===== config.mk =====
export PLATFORM = sky130hd
export DESIGN_NAME = arcc_top
export DESIGN_NICKNAME = d
export VERILOG_FILES = /design/src/design/arcc_pkg.sv /design/src/design/arcc_top.sv
export SDC_FILE = /design/constraint.sdc
export NUM_CORES = 1
export LEC_CHECK = 0
export ABC_AREA = 1
export BUFFER_PORTS_ARGS = -buffer_cell sky130_fd_sc_hd__clkbuf_2
export CORE_ASPECT_RATIO = 0.75
export CORE_MARGIN = 1.5
export CORE_UTILIZATION = 48
export DETAILED_ROUTE_END_ITERATION = 6
export PLACE_DENSITY_LB_ADDON = 0.2
export SYNTH_ARGS = -nofsm -noshare
export SYNTH_HDL_FRONTEND = slang
export SYNTH_SLANG_ARGS = --single-unit

===== constraint.sdc =====
create_clock -name sys_clk -period 2.9 [get_ports sys_clk]
set_input_delay 0.29 -clock sys_clk [delete_from_list [all_inputs] [get_ports sys_clk]]
set_output_delay 0.29 -clock sys_clk [all_outputs]
set_load 0.02 [all_outputs]

===== src/design/arcc_pkg.sv =====
package arcc_pkg;
    // register byte addresses on the bus
    localparam logic [11:0] ADDR_CONTROL   = 12'h000;
    localparam logic [11:0] ADDR_CLKSEL    = 12'h004;
    localparam logic [11:0] ADDR_RESHIGH   = 12'h008;
    localparam logic [11:0] ADDR_RESLOW    = 12'h00c;
    localparam logic [11:0] ADDR_IRQSTAT   = 12'h010;
    localparam logic [11:0] ADDR_IRQENABLE = 12'h014;
    localparam logic [11:0] ADDR_IRQCLEAR  = 12'h018;

    // control and clock select register bit positions
    localparam int CTL_ENABLE_BIT = 0;
    localparam int CTL_START_BIT  = 1;
    localparam int CTL_CHAN_LSB   = 2;
    localparam int CTL_JUST_BIT   = 7;
    localparam int CLK_FIELD_LSB  = 4;

    // divider codes and ratios
    localparam logic [2:0] DIV_CODE_2 = 3'h0;
    localparam logic [2:0] DIV_CODE_8 = 3'h1;
    localparam logic [2:0] DIV_CODE_32 = 3'h2;
    localparam logic [2:0] DIV_CODE_4  = 3'h4;
    localparam logic [2:0] DIV_CODE_16 = 3'h5;
    localparam logic [2:0] DIV_CODE_64 = 3'h6;
    localparam logic [7:0] DIV_RATIO_2  = 8'h02;
    localparam logic [7:0] DIV_RATIO_8  = 8'h08;
    localparam logic [7:0] DIV_RATIO_32 = 8'h20;
    localparam logic [7:0] DIV_RATIO_64 = 8'h40;
    localparam logic [7:0] DIV_RATIO_4  = 8'h04;
    localparam logic [7:0] DIV_RATIO_16 = 8'h10;
    localparam logic [7:0] DIV_RATIO_INT = 8'h80;

    // successive approximation: one conversion clock per bit, then one system clock in done
    localparam logic [3:0] CONV_BITS = 4'ha;
    localparam logic [3:0] BIT_TOP   = 4'h9;
    localparam logic [3:0] CLK_FIELD_MASK_LO = 4'h0;
    localparam logic [3:0] BIT_BOTTOM = 4'h0;
    localparam logic [9:0] APPROX_MID = 10'h200;

    typedef enum logic [1:0] {ARCC_IDLE, ARCC_CONVERT, ARCC_DONE} arcc_state_t;

    typedef struct packed {
        arcc_state_t state;
        logic        enable;
        logic        start;
        logic        justRight;
        logic [3:0]  channel;
        logic [2:0]  clkDiv;
        logic [7:0]  divCount;
        logic [3:0]  bitIndex;
        logic [9:0]  approx;
        logic [9:0]  result;
        logic        irqStatus;
        logic        irqEnable;
        logic        dataPhase;
        logic        dataWrite;
        logic [11:0] dataAddr;
        logic [31:0] rdata;
    } arcc_regs_t;

    localparam int ARCC_REGS_W = $bits(arcc_regs_t);
endpackage


===== src/design/arcc_top.sv =====
// Implementation choices: the placing of the registers and the AHB-Lite slave port.
`timescale 1ns/1ps
`default_nettype none
module arcc_top
    import arcc_pkg::*;
(
    input  wire logic        sys_clk,
    input  wire logic        srst,
    input  wire logic        hsel,
    input  wire logic [31:0] haddr,
    input  wire logic [1:0]  htrans,
    input  wire logic        hwrite,
    input  wire logic [2:0]  hsize,
    input  wire logic [31:0] hwdata,
    input  wire logic        hready,
    output logic      [31:0] hrdata,
    output logic             hreadyout,
    output logic             hresp,
    input  wire logic        cmpAbove,
    output logic      [9:0]  dacCode,
    output logic      [3:0]  channelSelect,
    output logic             sampleHold,
    output logic             irq
);
    arcc_regs_t st;
    arcc_regs_t next_st;
    logic [7:0]  divRatio;
    logic        convTick;
    logic [7:0]  ctlByte;
    logic [7:0]  clkByte;
    logic [7:0]  resHigh;
    logic [7:0]  resLow;
    logic        cmpMeta;
    logic        cmpSync;

    // comparator comes from analog domain, two flops before use
    always_ff @(posedge sys_clk)
    begin
        if (srst)
        begin
            cmpMeta <= 1'b0;
            cmpSync <= 1'b0;
        end
        else
        begin
            cmpMeta <= cmpAbove;
            cmpSync <= cmpMeta;
        end
    end

    // divider ratio lookup
    always_comb
    begin
        case (st.clkDiv)
            DIV_CODE_2:  divRatio = DIV_RATIO_2;
            DIV_CODE_8:  divRatio = DIV_RATIO_8;
            DIV_CODE_32: divRatio = DIV_RATIO_32;
            DIV_CODE_4:  divRatio = DIV_RATIO_4;
            DIV_CODE_16: divRatio = DIV_RATIO_16;
            DIV_CODE_64: divRatio = DIV_RATIO_64;
            default:     divRatio = DIV_RATIO_INT; // internal source stands in as a slow divide
        endcase
    end

    assign convTick = (st.divCount == (divRatio - 8'h01));

    // readback views
    always_comb
    begin
        ctlByte = 8'h00;
        ctlByte[CTL_ENABLE_BIT] = st.enable;
        ctlByte[CTL_START_BIT] = st.start;
        ctlByte[CTL_CHAN_LSB +: 4] = st.channel;
        ctlByte[CTL_JUST_BIT] = st.justRight;
        clkByte = {1'b0, st.clkDiv, CLK_FIELD_MASK_LO};
        if (st.justRight)
        begin
            resHigh = {6'h00, st.result[9:8]};
            resLow  = st.result[7:0];
        end
        else
        begin
            resHigh = st.result[9:2];
            resLow  = {st.result[1:0], 6'h00};
        end
    end

    // whole next state
    always_comb
    begin
        next_st = st;
        // bus: capture address phase, act in data phase
        next_st.dataPhase = hsel && hready && htrans[1];
        if (hsel && hready && htrans[1])
        begin
            next_st.dataWrite = hwrite;
            next_st.dataAddr  = haddr[11:0];
        end
        // conversion engine; software relies on acquisition already done
        case (st.state)
            ARCC_IDLE:
            begin
                next_st.divCount = 8'h00;
                if (st.start && st.enable)
                begin
                    next_st.state    = ARCC_CONVERT;
                    next_st.bitIndex = BIT_TOP;
                    next_st.approx   = APPROX_MID;
                end
                else
                begin
                    next_st.start = 1'b0; // no conversion while disabled
                end
            end
            ARCC_CONVERT:
            begin
                next_st.divCount = convTick ? 8'h00 : (st.divCount + 8'h01);
                if (!st.enable)
                begin
                    next_st.state = ARCC_IDLE;
                    next_st.start = 1'b0;
                end
                else if (convTick)
                begin
                    if (!cmpSync)
                        next_st.approx[st.bitIndex] = 1'b0;
                    if (st.bitIndex == BIT_BOTTOM)
                        next_st.state = ARCC_DONE;
                    else
                    begin
                        next_st.bitIndex = st.bitIndex - 4'h1;
                        next_st.approx[st.bitIndex - 4'h1] = 1'b1;
                    end
                end
            end
            default:
            begin
                next_st.result    = st.approx;
                next_st.start     = 1'b0;
                next_st.state     = ARCC_IDLE;
            end
        endcase
        // register writes
        if (st.dataPhase && st.dataWrite)
        begin
            if (st.dataAddr == ADDR_CONTROL)
            begin
                next_st.enable    = hwdata[CTL_ENABLE_BIT];
                next_st.justRight = hwdata[CTL_JUST_BIT];
                next_st.channel   = hwdata[CTL_CHAN_LSB +: 4];
                if (st.state == ARCC_IDLE)
                    next_st.start = hwdata[CTL_START_BIT];
            end
            else if (st.dataAddr == ADDR_CLKSEL)
                next_st.clkDiv = hwdata[CLK_FIELD_LSB +: 3];
            else if (st.dataAddr == ADDR_IRQENABLE)
                next_st.irqEnable = hwdata[0];
            else if (st.dataAddr == ADDR_IRQCLEAR && hwdata[0])
                next_st.irqStatus = 1'b0;
        end
        // done event wins over a clear in the same cycle
        if (st.state == ARCC_DONE)
            next_st.irqStatus = 1'b1;
        // read data registered for the data phase
        next_st.rdata = 32'h0000_0000;
        if (hsel && hready && htrans[1] && !hwrite)
        begin
            if (haddr[11:0] == ADDR_CONTROL)
                next_st.rdata = {24'h000000, ctlByte};
            else if (haddr[11:0] == ADDR_CLKSEL)
                next_st.rdata = {24'h000000, clkByte};
            else if (haddr[11:0] == ADDR_RESHIGH)
                next_st.rdata = {24'h000000, resHigh};
            else if (haddr[11:0] == ADDR_RESLOW)
                next_st.rdata = {24'h000000, resLow};
            else if (haddr[11:0] == ADDR_IRQSTAT)
                next_st.rdata = {31'h00000000, st.irqStatus};
            else if (haddr[11:0] == ADDR_IRQENABLE)
                next_st.rdata = {31'h00000000, st.irqEnable};
            else
                next_st.rdata = 32'h0000_0000;
        end
    end

    // one state register
    always_ff @(posedge sys_clk)
    begin
        if (srst)
            st <= '{state: ARCC_IDLE, default: '0};
        else
            st <= next_st;
    end

    assign hrdata        = st.rdata;
    assign hreadyout     = 1'b1; // zero wait states
    assign hresp         = 1'b0;
    assign dacCode       = st.approx;
    assign channelSelect = st.channel;
    assign sampleHold    = (st.state == ARCC_CONVERT);
    assign irq           = st.irqStatus && st.irqEnable;
endmodule
`default_nettype wire


## Word-level counts from Yosys, hierarchy flattened

Index checks and enable logic that the tools add are counted.
Widths: inputs -> output; s select.

| word-level totals | value |
|---|---|
| register bits | 94 |
| bits in latches | 0 |
| bits in writable memories | 0 |
| bits in read-only memories | 0 |
| bits of input ports | 75 |
| output and inout port bits | 50 |
| logic and storage cells | 130 |
| memories kept | 0 |

| cells by class | value |
|---|---|
| $add $sub $neg | 3 |
| $mul | 0 |
| div/mod/pow operators | 0 |
| $lt $le $gt $ge | 4 |
| equal/unequal tests | 25 |
| shifts and indexed selects | 0 |
| multiplexer cells | 43 |
| bitwise operators | 6 |
| reduce and logical (&&, ||, !) cells | 29 |

Operators with widths:

| kind | count |
|---|---|
| $mux 14 | 4 |
| $mux 8 | 7 |
| $eq 12x5->1 const B | 4 |
| $pmux 8 s6 | 1 |
| $pmux 22 s2 | 1 |
| $mux 10 | 4 |
| $eq 12x3->1 const B | 2 |
| $eq 12x4->1 const B | 2 |
| $logic_not 12->1 | 2 |
| $mux 2 | 7 |
| $mux 1 | 11 |
| $and 10x10->10 | 1 |
| $lt 4x5->1 const B | 2 |
| $ne 2x1->1 const B | 5 |
| $not 10->10 | 1 |
| $or 10x10->10 | 1 |
| $reduce_and 5->1 | 2 |
| $eq 3x3->1 const B | 3 |
| $logic_and 1x1->1 | 9 |
| $mux 9 | 1 |
| $add 8x1->8 const B | 1 |
| $demux 1 s4 | 2 |
| $eq 8x8->1 | 1 |
| $ge 4x1->1 const B | 2 |
| 24 further kinds | 34 |

## Longest topological paths before layout

| depth | value |
|---|---|
| depth after elaboration | 15 |
| gate-level depth with buffers | 17 |
| mapped depth without buffers | 16 |

## Worst setup path before layout

No wires, ideal clock.

| path | value |
|---|---|
| path kind | register to register |
| start | register st (netlist bit clkByte[4]) |
| end | register st (netlist bit dacCode[0]) |
| library setup time | 128 ps |
| arrival | 1760 ps |
| data required time | 2772 ps |
| path slack | 1012 ps |
| stages on the path, launching flop included | 18 |
| path buffers | 2 |
| clock period less this slack | 1888 ps |
| cells stage by stage | dfxtp_1 -> buf_6 -> nor2_8 -> nand2_4 -> ha_1 -> inv_1 -> nand3_1 -> nand3_1 -> nand2_1 -> inv_1 -> nand2_1 -> nor2_2 -> nand2_2 -> nand2_4 -> buf_8 -> nand3_1 -> nand2_1 -> nor2_1 |

| on the way | value |
|---|---|
| longest elaborated chain between the ends | 6 |
| elaborated cells between the ends (all ways) | 11 |
| those cells by class | add/sub (1); eq/ne (7); mux (1); reduce/logical (2) |

RTL lines:

| what | RTL line | RTL |
|---|---|---|
| start, declared | arcc_top.sv:25 | `arcc_regs_t st;` |
| start signal, assigned | arcc_top.sv:191 | `st <= next_st;` |
| $eq 3x3->1, or another cell as far along | arcc_top.sv:54 | `case (st.clkDiv)` |
| $pmux 8 s6 (*) | arcc_top.sv:54 |  |
| $sub 8x1->8 (*) | arcc_top.sv:65 | `assign convTick = (st.divCount == (divRatio - 8'h01));` |
| $eq 8x8->1 (*) | arcc_top.sv:65 |  |
| $ne 2x1->1 (no source line) (*) | - |  |
| $reduce_and 4->1 (no source line) (*) | - |  |

Mark *: on every way between the ends. The rest lies on a longest branch, timed or not.
A chain may end at the register's enable or synchronous reset.

## Worst setup path in the final report

Same ends and word-level chain as after synthesis.

==> out/metrics.yaml <==
placement:
  gp_congestion: 0.870
  buffer_ports.inserted: 50
  pre_cts_slack_ns: 0.553
  dp.cells: 697
  dp_hpwl_um: 6280
  placement.cell_area_um2: 3970
drt:
  postRouteAntennaNets: 0
  route.vias.total: 3537
  dr.first_iter.drc_count: 201
  drcViolationCount: 0
  vias_per_cell: 4.96
  detail_route.wl_per_cell_um: 11.9
  first_pass_iters: 4
  routed_wl_um: 8490
clocking:
  numClockSinks: 70
  holdBufCountCts: 0
  tritoncts.num_buffers: 9
  cts-resized-gates: 0
  insertion_delay_ns: 0.36
  cts_max_level: 3
  tritoncts_clock_tree: "yes"
  clkTransAtPathRegs_ns: 0.08
  post-cts-setup-buffers: 0
  root_buf_cell: "clkbuf_8"
  clk_path_buf_depth: 2
cells_and_area:
  design.final.nets: 680
  final_layout_size_suffix_gt1_share_pct: 14.1
  postLayoutCellArea_um2: 4160
  final_core_util_pct: 52.6
  area.growth.synth_to_final_pct: 5.92
  diode_count: 0
  layoutNonFillerInstCount: 713
floorplan:
  design.portCount: 125
  full_die_area_um2: 8740
  die_y_um: 81.4
  total_core_area_um2: 7920
  initial_core_util_pct: 49.6
  die_width_um: 107
  placement_rows: 28
timing:
  max_freq_ghz: 0.421
  worst_clock_skew_ns: 0.00901
  fin_hold_ws_ns: 0.130
  report.final.slew_viol_count: 0
  setup_repair_after_global_routing_missed_its_margin: "false"
  setup-violations-final: 0
  final_period_minus_worst_setup_slack_ns: 2.38
  timing.final.crit_share_pct: 81.9
  timing_worst_slew_pin_value_ns: 0.791
  fin_ws_ns: 0.525
  tns_ns: 0
  slew_headroom_pct: 46.8
  report.final.hold_viol_count: 0
synth:
  synth_enable_flop_cells: 0
  synthTopCellsByCount: "nand2_1, inv_1, dfxtp_1"
  yosys.area.top_type_share_pct: 35.7
  ys.warnings.count: 0
  netlist_area_pre_place_um2: 3930
  synth_area_leader_cell: "dfxtp_1"
  synth_area_leaders: "dfxtp_1, nand2_1, buf_4"
  synthArstFlopShare_pct: 0
  post_synth_inst_count: 582
  synth_cell_type_count: 39
  sequential_area_share_after_synthesis_pct: 35.7
  ys.flop_type: "dfxtp_1"
  synth_most_common_cell: "nand2_1"
  syn-mean-instance-area_um2: 6.75
  synth.ff_latch_count: 70
power_and_ir_drop:
  p_total_mw: 1.88
  power_leakage_nw: 1.76
  p_per_area_nw_per_um2: 452
  power.ir.vdd_worst_uv: 252
min_path:
  hold_class: "primary input to flop"
  worst_hold_path.endpoint: "cmpMeta$_SDFF_PP0_"
  min_from: "cmpAbove"
  worstHoldPathCells: 3
worst_setup_path:
  critPathMostFrequentCell: "nand2_1"
  critical_path.cell_chain: "nor2_8 > nand2_4 > ha_1 > inv_1 > nand3_1 > nand3_1 > nand2_1 > inv_1 > nand2_1 > nor2_2 > nand2_2 > nand2_4 > nand2_4 > nand2_1 > nand2_1 > nor2_1"
  critPathMaxFanout: 17
  critical_path.endpoint_type: "flop"
  worstSetupStartpointType: "flop"
  timing.critical_path.required_ns: 3.19
  worst-setup-path-type: "flop to flop"
  critical_path_arrival_ns: 2.66
  worst_reg2reg_path_endpoint: "dacCode[0]$_SDFFE_PP0P_"
  reg2reg_depth: 16
  rrSetupSlack_ns: 0.52
  cpMaxStageDelayCell: "dfxtp_1"
  r2r_start: "clkByte[4]$_SDFFE_PP0P_"
  cp_slowest_stage_delay_ns: 0.48
global_route:
  grt_pass1_wl_um: 14500
  grt_pass1_vias: 3104
  overflow: 0
  grt_use_total_pct: 21.2
  initial_antenna_violation_count: 0
  grt_max_degree: 35
outcome:
  status: "complete, no violations"
flow_run:
  cap_violations: 0
==> logic make-up after synthesis <==
group | after synthesis | share of synthesized area (%)
adder cells (fa/ha/maj) | 2 | 0.637
flip-flops | 70 | 35.7
AND/OR/NAND/NOR | 237 | 26.6
other | 2 | 0.191
buffers and inverters | 144 | 19.3
XOR/XNOR | 6 | 1.34
multiplexers | 1 | 0.255
AO/OA/AOI/OAI | 120 | 16.1
==> worst max-delay path by stage <==
stage                                   end  slack, ns  cells after the start                    start
floorplan           dacCode[0]$_SDFFE_PP0P_       1.01                     17  clkByte[4]$_SDFFE_PP0P_
global placement    dacCode[9]$_SDFFE_PP0P_       0.62                     15  clkByte[4]$_SDFFE_PP0P_
detailed placement  dacCode[9]$_SDFFE_PP0P_       0.55                     15  clkByte[4]$_SDFFE_PP0P_
CTS                 dacCode[9]$_SDFFE_PP0P_       0.54                     15  clkByte[4]$_SDFFE_PP0P_
global route        dacCode[0]$_SDFFE_PP0P_       0.28                     15  clkByte[4]$_SDFFE_PP0P_
finish              dacCode[0]$_SDFFE_PP0P_       0.52                     16  clkByte[4]$_SDFFE_PP0P_
==> layout by cell type, fill, tap and decap left out, types with 2 or more instances in the layout <==
cell	n
clkbuf_8	9
inv_6	2
ha_1	2
clkbuf_2	50
xor2_1	2
nand4_1	8
inv_1	72
nand2_2	3
nor2_1	56
dfxtp_1	70
buf_4	5
xnor2_1	4
nand2_1	114
o21ai_0	64
nand2_4	3
nor3_1	6
nor2_2	2
conb_1	26
inv_2	2
a211oi_1	3
a31oi_1	2
nand3_1	41
clkinvlp_4	3
a21oi_1	43
==> worst max-delay path, delay by kind of cell, from the launching register on <==
| kind | cells | cell delay [ns] |
|---|---|---|
| fa+ha+maj | 1 | 0.26 |
| simple gates | 13 | 1.40 |
| flops | 1 | 0.48 |
| buf+inv | 2 | 0.17 |
==> sequential cells by signal, indices dropped and copies added (netlist names) <==
name,count
ctlByte,3
cmpSync,1
channelSelect,4
dacCode,10
hrdata,8
cmpMeta,1
clkByte,3
st,40
==> cell type report <==
class                   count  area (µm²)
clock buffers              10         128
well taps                 105         131
inverters                  75         284
repair buffers             55         288
fillers                   809        3750
clock inverters             6        70.1
flip-flops and latches     70        1400
multi-input cells         392        1860
==> metal layers <==
layer  vias up  track usage (%)  wire length (µm)
met1      1600             28.7              4320
li1       1834                -                 -
met4         0             7.24               108
met2        91             32.7              3670
met3        12             5.78               390
met5         -                0                 0
==> where the power goes <==
| part | switching [mW] | internal, mW | leakage, nW | total (mW) |
|---|---|---|---|---|
| clock | 0.391 | 0.403 | 0.0895 | 0.794 |
| sequential | 0.00561 | 0.972 | 0.566 | 0.977 |
| combinational | 0.0824 | 0.0296 | 1.11 | 0.112 |
(Power assumes the default switching activity.)
